--- src/verilog/cio_pkg.sv ---
// Purpose: shared constants and types for the configurable I/O port block
// Assumes: seven ports A..G, eight pins each; port D direction register holds only four bits
// Notes:   register offsets inside the I/O register space are arbitrary
`default_nettype none
package cio_pkg;
  localparam int          CIO_NPORT     = 7;
  localparam int          CIO_W         = 8;
  localparam logic [2:0]  CIO_PA        = 3'h0;
  localparam logic [2:0]  CIO_PB        = 3'h1;
  localparam logic [2:0]  CIO_PC        = 3'h2;
  localparam logic [2:0]  CIO_PD        = 3'h3;
  localparam logic [2:0]  CIO_PE        = 3'h4;
  localparam logic [2:0]  CIO_PF        = 3'h5;
  localparam logic [2:0]  CIO_PG        = 3'h6;
  // register kind in address bits [6:4], port in bits [2:0]
  localparam logic [2:0]  CIO_K_MODE    = 3'h0;
  localparam logic [2:0]  CIO_K_DIR     = 3'h1;
  localparam logic [2:0]  CIO_K_DRIVE   = 3'h2;
  localparam logic [2:0]  CIO_K_DOUT    = 3'h3;
  localparam logic [2:0]  CIO_K_DIN     = 3'h4;
  localparam logic [2:0]  CIO_K_IMC     = 3'h5;
  localparam logic [2:0]  CIO_K_OEN     = 3'h6;
  localparam logic [2:0]  CIO_K_MMAP    = 3'h7;
  localparam logic [7:0]  CIO_RST_VAL   = 8'h00;
  localparam logic [7:0]  CIO_PD_MASK   = 8'h0F;
  localparam int          CIO_PIO_BIT   = 7;
  localparam logic [6:0]  CIO_MODE_PRTS = 7'h70; // E F G
  localparam logic [6:0]  CIO_DRV_PRTS  = 7'h5B; // A B D E G
  localparam logic [6:0]  CIO_IMC_PRTS  = 7'h07; // A B C

  typedef enum logic [1:0] {
    CIO_IMC_DIRECT, CIO_IMC_LATCH, CIO_IMC_REG
  } cio_imc_e;

  typedef struct packed {
    logic       wr;
    logic       rd;
    logic [6:0] addr;
    logic [7:0] wdata;
  } cio_bus_s;

  typedef struct packed {
    logic [7:0] out;
    logic [7:0] oe;
  } cio_pin_s;
endpackage : cio_pkg
`default_nettype wire

--- src/verilog/cio_pin_sync.sv ---
// Purpose: three-flop pin synchroniser, output moves when stages 2, 3 agree
// Assumes: pin inputs are asynchronous to clk
// Notes:   stage one feeds stage two only
`default_nettype none
module cio_pin_sync
  import cio_pkg::*;
(
  input  wire logic         clk,
  input  wire logic         rst,
  input  wire logic [7:0]   pin_in,
  output logic      [7:0]   pin_sync
);
  logic [7:0] s1;
  logic [7:0] s2;
  logic [7:0] s3;
  wire  [7:0] agree = ~(s2 ^ s3);
  wire  [7:0] next_sync = (agree & s3) | (~agree & pin_sync);

  always_ff @(posedge clk) begin
    if (rst) begin
      s1       <= CIO_RST_VAL;
      s2       <= CIO_RST_VAL;
      s3       <= CIO_RST_VAL;
      pin_sync <= CIO_RST_VAL;
    end else begin
      s1       <= pin_in;
      s2       <= s1;
      s3       <= s2;
      pin_sync <= next_sync;
    end
  end
endmodule // cio_pin_sync
`default_nettype wire

--- src/verilog/cio_port_block.sv ---
// Purpose: configurable I/O port block, ports A..G
// Assumes: host strobes already synchronous to clk; logic-array terms on clk
// Notes:   configuration-time choices arrive as static inputs
//
// Operation
// - driver enable is array OE OR direction
// - without OE term, direction alone drives
// - config registers read back by host
// - A/B/C input macrocells: latch, register, direct
// - mode bit 0 general I/O, 1 address
// - direction 1 output, 0 input, default input
// - output from data-out, input via data-in
// - A/B/C no mode register, general I/O
// - address out needs OE or dir and mode
// - address bytes mapped onto ports E F G
// - high address inputs latched by address strobe
// - data-port mode disables F/G general I/O
// - map register bit 7 enables peripheral mode
// - peripheral buffer off without select terms
// - strapping pattern driven during reset, bus idle
// - after reset, data port resumes
// - bit n controls pin n, reset zero
// - port D direction only four bits
// - drive-select 1 open drain, else push-pull
// - drive-select on A,B,D,E,G; mode on E,F,G
// - scan programming shares port E pins
// - output-enable status readable
`default_nettype none
module cio_port_block
  import cio_pkg::*;
(
  input  wire logic             clk,
  input  wire logic             rst,
  input  wire cio_bus_s         bus,
  output logic      [7:0]       rdata,
  input  wire logic [15:0]      host_addr,
  input  wire logic             addr_strobe,
  input  wire logic             eight_bit_host,
  input  wire logic             nonmux_host,
  input  wire logic [15:0]      host_wdata,
  output logic      [15:0]      host_rdata,
  output logic      [15:0]      host_rdata_oe,
  input  wire logic             bus_cycle_active,
  input  wire logic             host_reset,
  input  wire logic             strap_mode,
  input  wire logic [15:0]      strap_pattern,
  input  wire logic             periph_sel_a,
  input  wire logic             periph_sel_b,
  input  wire logic [7:0]       periph_data,
  output logic      [7:0]       periph_rdata,
  input  wire logic [55:0]      array_oe,
  input  wire logic [55:0]      array_oe_defined,
  input  wire logic [55:0]      array_out,
  input  wire logic [55:0]      array_out_sel,
  input  wire logic [47:0]      imc_mode,
  input  wire logic [23:0]      imc_pt_clk,
  input  wire logic [23:0]      imc_use_pt,
  output logic      [23:0]      imc_out,
  output logic      [55:0]      pin_sync_out,
  input  wire logic             scan_enable,
  input  wire logic [7:0]       scan_out,
  input  wire logic [7:0]       scan_oe,
  input  wire logic [55:0]      pin_in,
  output logic      [55:0]      pin_out,
  output logic      [55:0]      pin_oe
);
  logic [7:0] mode_r  [CIO_NPORT];
  logic [7:0] dir_r   [CIO_NPORT];
  logic [7:0] drive_r [CIO_NPORT];
  logic [7:0] dout_r  [CIO_NPORT];
  logic [7:0] imc_r   [3];
  logic [7:0] mmap_r;
  logic [7:0] oe_stat [CIO_NPORT];
  logic       as_q;

  wire  [2:0] k       = bus.addr[6:4];
  wire  [2:0] p       = bus.addr[2:0];
  wire        p_ok    = (p < 3'(CIO_NPORT));
  wire        pio_en  = mmap_r[CIO_PIO_BIT];
  wire        psel    = periph_sel_a | periph_sel_b;
  wire        as_rise = addr_strobe & ~as_q;
  wire        strap_drv = strap_mode & host_reset & ~bus_cycle_active;
  wire [55:0] pin_s;
  wire [7:0]  wmask_d = (p == CIO_PD) ? CIO_PD_MASK : 8'hFF;

  genvar gi;
  generate
    for (gi = 0; gi < CIO_NPORT; gi++) begin : g_sync
      cio_pin_sync u_s (
        .clk      (clk),
        .rst      (rst),
        .pin_in   (pin_in[gi*8 +: 8]),
        .pin_sync (pin_s[gi*8 +: 8])
      );
    end
  endgenerate

  // register writes; unsupported registers/bits stay zero
  always_ff @(posedge clk) begin
    if (rst) begin
      for (int i = 0; i < CIO_NPORT; i++) begin
        mode_r[i]  <= CIO_RST_VAL;
        dir_r[i]   <= CIO_RST_VAL;
        drive_r[i] <= CIO_RST_VAL;
        dout_r[i]  <= CIO_RST_VAL;
      end
      mmap_r <= CIO_RST_VAL;
      as_q   <= 1'b0;
    end else begin
      as_q <= addr_strobe;
      if (bus.wr && p_ok) begin
        case (k)
          CIO_K_MODE:  if (CIO_MODE_PRTS[p]) mode_r[p] <= bus.wdata;
          CIO_K_DIR:   dir_r[p] <= bus.wdata & wmask_d;
          CIO_K_DRIVE: if (CIO_DRV_PRTS[p]) drive_r[p] <= bus.wdata;
          CIO_K_DOUT:  dout_r[p] <= bus.wdata;
          CIO_K_MMAP:  mmap_r <= bus.wdata;
          default: ;
        endcase
      end
    end
  end

  // input macrocells on A, B, C
  generate
    for (gi = 0; gi < 24; gi++) begin : g_imc
      wire ck = imc_use_pt[gi] ? imc_pt_clk[gi] : as_rise;
      wire cio_imc_e m = cio_imc_e'(imc_mode[gi*2 +: 2]);
      always_ff @(posedge clk) begin
        if (rst) begin
          imc_r[gi/8][gi%8] <= 1'b0;
        end else if (m == CIO_IMC_LATCH && (imc_use_pt[gi] ?
                     imc_pt_clk[gi] : addr_strobe)) begin
          imc_r[gi/8][gi%8] <= pin_s[gi];
        end else if (m == CIO_IMC_REG && ck) begin
          imc_r[gi/8][gi%8] <= pin_s[gi];
        end
      end
      assign imc_out[gi] = (m == CIO_IMC_DIRECT) ? pin_s[gi]
                                                 : imc_r[gi/8][gi%8];
    end
  endgenerate

  // per-pin output selection
  logic [55:0] next_out;
  logic [55:0] next_oe;
  logic [7:0]  addr_src [CIO_NPORT];
  always_comb begin
    for (int i = 0; i < CIO_NPORT; i++) addr_src[i] = 8'h00;
    addr_src[CIO_PE] = host_addr[7:0];
    addr_src[CIO_PF] = host_addr[7:0];
    addr_src[CIO_PG] = eight_bit_host ? host_addr[7:0]
                                      : host_addr[15:8];
    for (int i = 0; i < 56; i++) begin
      automatic int    pt = i / 8;
      automatic int    b  = i % 8;
      automatic logic  d  = dir_r[pt][b];
      automatic logic  te = array_oe_defined[i] & array_oe[i];
      automatic logic  en = te | d;
      if (!array_oe_defined[i] && !array_out_sel[i])
        en = d;
      if (mode_r[pt][b])
        next_out[i] = addr_src[pt][b];
      else if (array_out_sel[i])
        next_out[i] = array_out[i];
      else
        next_out[i] = dout_r[pt][b];
      // open drain drives only lows
      if (drive_r[pt][b])
        en = en & ~next_out[i];
      next_oe[i] = en;
    end
    if (scan_enable) begin
      next_out[39:32] = scan_out;
      next_oe[39:32]  = scan_oe;
    end
    if (pio_en) begin
      next_out[47:40] = periph_data;
      next_oe[47:40]  = {8{psel & ~bus.rd}};
    end
    if (nonmux_host) begin
      next_out[55:40] = host_wdata;
      next_oe[55:40]  = 16'h0000;
    end
    if (strap_drv) begin
      next_out[55:40] = strap_pattern;
      next_oe[55:40]  = 16'hFFFF;
    end
  end

  wire [15:0] fg_in = pin_s[55:40];
  always_ff @(posedge clk) begin
    if (rst) begin
      pin_out       <= 56'h0;
      pin_oe        <= 56'h0;
      host_rdata    <= 16'h0000;
      host_rdata_oe <= 16'h0000;
      periph_rdata  <= 8'h00;
      pin_sync_out  <= 56'h0;
      for (int i = 0; i < CIO_NPORT; i++) oe_stat[i] <= 8'h00;
    end else begin
      pin_out      <= next_out;
      pin_oe       <= next_oe;
      pin_sync_out <= pin_s;
      for (int i = 0; i < CIO_NPORT; i++)
        oe_stat[i] <= next_oe[i*8 +: 8];
      // data-port read path; strapping ends with host reset
      host_rdata    <= fg_in;
      host_rdata_oe <= {16{nonmux_host & bus.rd & ~strap_drv}};
      periph_rdata  <= (pio_en && psel && bus.rd) ?
                       pin_s[47:40] : 8'h00;
    end
  end

  // readback mux
  logic [7:0] next_rdata;
  always_comb begin
    next_rdata = 8'h00;
    if (bus.rd && p_ok) begin
      case (k)
        CIO_K_MODE:  next_rdata = mode_r[p];
        CIO_K_DIR:   next_rdata = dir_r[p];
        CIO_K_DRIVE: next_rdata = drive_r[p];
        CIO_K_DOUT:  next_rdata = dout_r[p];
        CIO_K_DIN:   next_rdata = pin_s[p*8 +: 8];
        CIO_K_IMC:   next_rdata = CIO_IMC_PRTS[p] ?
                                  imc_out[p*8 +: 8] : 8'h00;
        CIO_K_OEN:   next_rdata = oe_stat[p];
        CIO_K_MMAP:  next_rdata = mmap_r;
        default:     next_rdata = 8'h00;
      endcase
    end
  end

  always_ff @(posedge clk) begin
    if (rst) rdata <= 8'h00;
    else     rdata <= next_rdata;
  end

  a_dir_reset: assert property (@(posedge clk)
    $fell(rst) |-> dir_r[0] == 8'h00 && pin_oe == 56'h0)
    else $error("direction not cleared by reset");
  a_pd_dir_width: assert property (@(posedge clk) disable iff (rst)
    dir_r[3][7:4] == 4'h0)
    else $error("port D upper direction bits set");
  a_no_mode_abc: assert property (@(posedge clk) disable iff (rst)
    mode_r[0] == 8'h00 && mode_r[1] == 8'h00 && mode_r[2] == 8'h00)
    else $error("mode register on port without one");
  a_dir_drives: assert property (@(posedge clk) disable iff (rst)
    dir_r[0][1] && !drive_r[0][1] |=> pin_oe[1])
    else $error("direction bit failed to enable driver");
  a_gpio_value: assert property (@(posedge clk) disable iff (rst)
    !array_out_sel[8] && mode_r[1][0] == 1'b0 && !pio_en && !scan_enable
    |=> pin_out[8] == $past(dout_r[1][0]))
    else $error("output not from data-out");
  a_periph_off: assert property (@(posedge clk) disable iff (rst)
    pio_en && !psel && !nonmux_host && !strap_drv |=> pin_oe[47:40] == 8'h00)
    else $error("peripheral buffer driven without select");
  a_strap_drive: assert property (@(posedge clk) disable iff (rst)
    strap_drv |=> pin_oe[55:40] == 16'hFFFF &&
                  pin_out[55:40] == $past(strap_pattern))
    else $error("strapping pattern not driven");
  a_readback_dir: assert property (@(posedge clk) disable iff (rst)
    bus.rd && bus.addr == {CIO_K_DIR, 1'b0, CIO_PE}
    |=> rdata == $past(dir_r[4]))
    else $error("direction readback wrong");
  a_oe_status: assert property (@(posedge clk) disable iff (rst)
    bus.rd && bus.addr == {CIO_K_OEN, 1'b0, CIO_PE}
    |=> rdata == $past(pin_oe[39:32]))
    else $error("output-enable status mismatch");
  // pin checks leave out the port-wide overrides that outrank them
  a_addr_out_oe: assert property (@(posedge clk) disable iff (rst)
    !scan_enable && mode_r[4][0] && !dir_r[4][0] &&
    !(array_oe_defined[32] && array_oe[32]) |=> !pin_oe[32])
    else $error("address output driven without direction");
  a_addr_map: assert property (@(posedge clk) disable iff (rst)
    mode_r[6][0] && !nonmux_host && !strap_drv
    |=> pin_out[48] == $past(eight_bit_host ? host_addr[0] : host_addr[8]))
    else $error("port G address bit wrong");
  a_open_drain: assert property (@(posedge clk) disable iff (rst)
    drive_r[4][0] && !scan_enable |=> !(pin_oe[32] && pin_out[32]))
    else $error("open-drain pin driven high");
  a_scan_share: assert property (@(posedge clk) disable iff (rst)
    scan_enable |=> pin_out[39:32] == $past(scan_out) &&
                    pin_oe[39:32] == $past(scan_oe))
    else $error("scan pins not on port E");
  a_pio_drive: assert property (@(posedge clk) disable iff (rst)
    pio_en && psel && !bus.rd && !nonmux_host && !strap_drv
    |=> pin_oe[47:40] == 8'hFF && pin_out[47:40] == $past(periph_data))
    else $error("peripheral buffer not driving port F");
  a_periph_read: assert property (@(posedge clk) disable iff (rst)
    pio_en && psel && bus.rd && !nonmux_host && !strap_drv
    |=> pin_oe[47:40] == 8'h00 && periph_rdata == $past(pin_s[47:40]))
    else $error("peripheral read path wrong");
  a_dataport_off: assert property (@(posedge clk) disable iff (rst)
    nonmux_host && !strap_drv |=> pin_oe[55:40] == 16'h0000)
    else $error("data port pins driven as general I/O");
  a_strap_release: assert property (@(posedge clk) disable iff (rst)
    $fell(strap_drv) && nonmux_host |=> pin_oe[55:40] == 16'h0000)
    else $error("strapping drive kept after reset");
  a_imc_hold: assert property (@(posedge clk) disable iff (rst)
    imc_mode[33:32] == 2'd1 && !imc_use_pt[16] && !addr_strobe
    |=> $stable(imc_r[2][0]))
    else $error("input latch changed with strobe low");
endmodule // cio_port_block
`default_nettype wire

--- config.mk ---
export PLATFORM = sky130hd
export DESIGN_NAME = cio_port_block
export DESIGN_NICKNAME = d
export VERILOG_FILES = /design/src/verilog/cio_pkg.sv /design/src/verilog/cio_pin_sync.sv /design/src/verilog/cio_port_block.sv
export SDC_FILE = /design/constraint.sdc
export NUM_CORES = 1
export LEC_CHECK = 0
export BUFFER_PORTS_ARGS = -buffer_cell sky130_fd_sc_hd__buf_2
export CORE_AREA = 2 2 280 282
export DETAILED_ROUTE_END_ITERATION = 10
export DIE_AREA = 0 0 282 284
export PLACE_DENSITY = 0.7
export SLEW_MARGIN = 20
export SYNTH_ARGS = -nofsm -noshare
export SYNTH_HDL_FRONTEND = slang
export SYNTH_SLANG_ARGS = --single-unit
--- constraint.sdc ---
create_clock -name clk -period 2.3 [get_ports clk]
set_input_delay 0.115 -clock clk [delete_from_list [all_inputs] [get_ports clk]]
set_output_delay 0.115 -clock clk [all_outputs]
set_load 0.05 [all_outputs]
==> flow_summary.toml <==
[power_and_ir_drop]
p_int_mw = 22.4
clkPwrFrac_pct = 41.4
leakagePower_nw = 17.4
p_sw_mw = 8.08
power_density_nw_per_um2 = 758
swShare_pct = 26.5
pwr-share-comb_pct = 13.5
seq_power_share_pct = 45.1
ir_worst_vdd_mv = 0.484

[place]
dp_hpwl_mm = 93.8
dp_cells = 4286
io_buffer_count = 714
place.gp.congestion = 0.949
dpl_worst_slack_ns = -0.0495

[setup_path]
required_ns = 2.81
ff2ff_path_depth = 8
endpoint = "pin_out[40]"
critPathArrivalTime_ns = 2.79
end_kind = "flop"
cp-start-kind = "flop"
reg2reg_from = "dout_r[5][0]"
crit_path_max_fanout = 2
r2r_slack_ns = 0.03
crit_type = "flop to flop"
r2r-end = "pin_out[40]"
crit_start = "dout_r[5][0]"

[hold_path]
holdCritPathClass = "primary input to flop"
holdCritStartpoint = "array_oe[32]"

[clock_network]
clkSinkCount = 698
cts_setup_buffers = 0
cts_tree = "done"
cts-root-buf = "clkbuf_16"
htreeDepth = 3
cts_buffers = 77
worstSkewPairLatency_ns = 0.63
clkSlewWorstSetupHoldPaths_ns = 0.06
clockBufferDepth = 3

[die]
die-area_um2 = 80100
start_util_pct = 37.0
ioPinCount = 716
rows = 102
die_y_um = 284
die_w_um = 282
core-area_um2 = 77000

[synthesis]
synth_ff_type = "dfxtp_1"
ys_async_sr_fraction_pct = 0
synth_top_cell_area_share_pct = 31.6
syn_inst = 2524
ys_warn_count = 0
synthTopCellsByArea = "dfxtp_1, edfxtp_1, nor2b_1"
yosys.area.top_type = "dfxtp_1"
ys_seq_area_share_pct = 57.8
synth_common_cells = "dfxtp_1, nor2b_1, edfxtp_1, nand2_1, a21oi_1"
ys_seq_elements = 698
synth_cell_types = 58
synth_edf_count = 248
yosysMostFrequentCell = "dfxtp_1"
synth_area_per_cell_um2 = 11.3
syn_area_um2 = 28500

[global_route]
grt_pass1_vias = 25200
gr-usage-all-layers_pct = 30.1
grt_use_met2_pct = 47.1
met1_usage_pct = 37.0
grt_pass1_wl_mm = 172
grtUsageMet3_pct = 8.87
antenna_found_initial = 37
grt.busiest_layer = "met2"
grt_max_degree = 178
overflow = 0

[timing]
worstMarginPinSlew_ns = 1.17
setup_tns_ns = 0
setup_viol = 0
whs_ns = 0.0238
grt_setup_unrepaired = "no"
drv_slew = 0
fmax_mhz = 440
hold_viol = 0
finalCritPeriodShare_pct = 98.9
relSlewSlack_pct = 20.9
fin_skew_ns = 0.0308
post-route-min-period_ns = 2.27
post-route-worst-setup-slack_ns = 0.0252

[status]
outcome = "completed"

[detailed_routing]
vias = 25400
drt_iter0_drc = 2731
post_drt_wl_per_cell_um = 25.7
firstDrtPassIters = 7
drc = 0
viasPerCell = 5.29
wl_mm = 124
final_antenna_net_count = 0

[finish]
layout.cells.non_filler = 4814
fill_cells = 6705
area_delta_synth_final_pct = 41.0
register_area_um2 = 16500
nNetsFinal = 4171
drive_gt1_share_pct = 28.6
multi_input_area_um2 = 11300

[job]
drv_cap = 0
==> cell usage in the layout (no fill, tap or decap), types with 9 or more instances in the layout <==
cell type / count
mux2i_1: 155
a21oi_1: 180
buf_12: 16
buf_4: 101
clkbuf_16: 81
dfxtp_1: 449
nor2b_1: 265
o21ai_1: 14
nand3_1: 9
clkbuf_1: 9
edfxtp_1: 248
nand2_1: 206
inv_1: 19
and2_1: 66
o21ai_0: 105
a22o_1: 27
conb_1: 76
nor2_1: 158
and3_1: 74
o22ai_1: 10
mux2_2: 33
clkinv_1: 9
nor3_1: 38
diode_2: 16
xor2_1: 24
a211oi_1: 59
dlygate4sd3_1: 370
clkinv_2: 16
buf_2: 710
a21o_1: 31
mux4_2: 66
==> logic make-up after synthesis <==
logic type / after synthesis / share of synthesized area [%]
AND/OR/NAND/NOR: 848 / 15.3
AO/OA/AOI/OAI: 492 / 10.6
buffers and inverters: 204 / 3.53
flip-flops: 698 / 57.8
XOR/XNOR: 24 / 0.738
other: 1 / 0.0132
multiplexers: 257 / 12.1
==> flip-flops by register name, summed over array words and instances, names as in the netlist, 8 cells and up, named ones only <==
name           cells
g_sync.u_s.s2     56
pin_out           56
pin_oe            55
dout_r            64
pin_sync_out      40
periph_rdata       8
rdata              8
dir_r             64
drive_r           64
g_sync.u_s.s3     56
g_sync.u_s.s1     56
host_rdata        16
mmap_r             8
mode_r            64
imc_r             24
==> what timing repair did <==
| action | 4_1_cts | 5_1_grt |
|---|---|---|
| hold buffers | 370 | 0 |
| setup endpoints to repair | 0 | 9 |
| hold endpoints to repair | 219 | 0 |
| gates resized for setup | 0 | 11 |
==> power by group through the flow <==
stage | combinational, mW | clock [mW] | sequential, mW
after CTS | 4.00 | 12.8 | 13.7
final | 4.11 | 12.6 | 13.7
after detailed placement | 3.42 | 0 | 14.0
after floorplan | 1.46 | 0 | 14.2
after global routing | 4.29 | 13.3 | 13.8
after global placement | 3.39 | 0 | 14.0
==> cell type report <==
type	count	area share (%)
timing repair buffer	1202	20.9
tap	1040	3.24
clock buffer	98	5.34
clock inverter	44	1.06
inverter	19	0.178
antenna	16	0.0997
multi-input combinational	1697	28.2
sequential	698	41.0
==> worst min path at each step <==
stage,endpoint,slack (ns),cells past startpoint
6_report,pin_oe[32],0.02,5
5_1_grt,dir_r[6][7],0.02,3
4_1_cts,imc_r[1][0],0.0005,3
3_5_place_dp,g_sync[6].u_s.s1[1],0.33,2
3_3_place_gp,g_sync[5].u_s.s1[6],0.32,2
2_1_floorplan,g_sync[0].u_s.s1[0],0.24,1
==> layer usage <==
| metal | vias to the layer above | share of wire, % |
|---|---|---|
| met5 | - | 0.17 |
| met4 | 30 | 6.6 |
| met3 | 407 | 11 |
| met2 | 1551 | 45 |
| met1 | 12200 | 38 |
| li1 | 11300 | - |
==> worst max-delay path, cell delays in order (launching register included) <==
cell           delay (ns)
edfxtp_1             0.46
mux2i_2              0.25
o21ai_0              0.11
buf_4                0.19
mux2i_1              0.30
o21ai_0              0.12
nand2_1              0.07
a21oi_1              0.06
dlygate4sd3_1        0.58
==> per-stage QoR <==
stage                     power [mW]  area (um2)  util [%]
after CTS                       30.5       40100      52.1
final                           30.4       40200      52.2
after global routing            31.3       40200      52.2
after detailed placement        17.4       33800      44.0
after global placement          17.4       33800      44.0
after floorplan                 15.7       28800         -
Power figures use the tool's default switching activity.
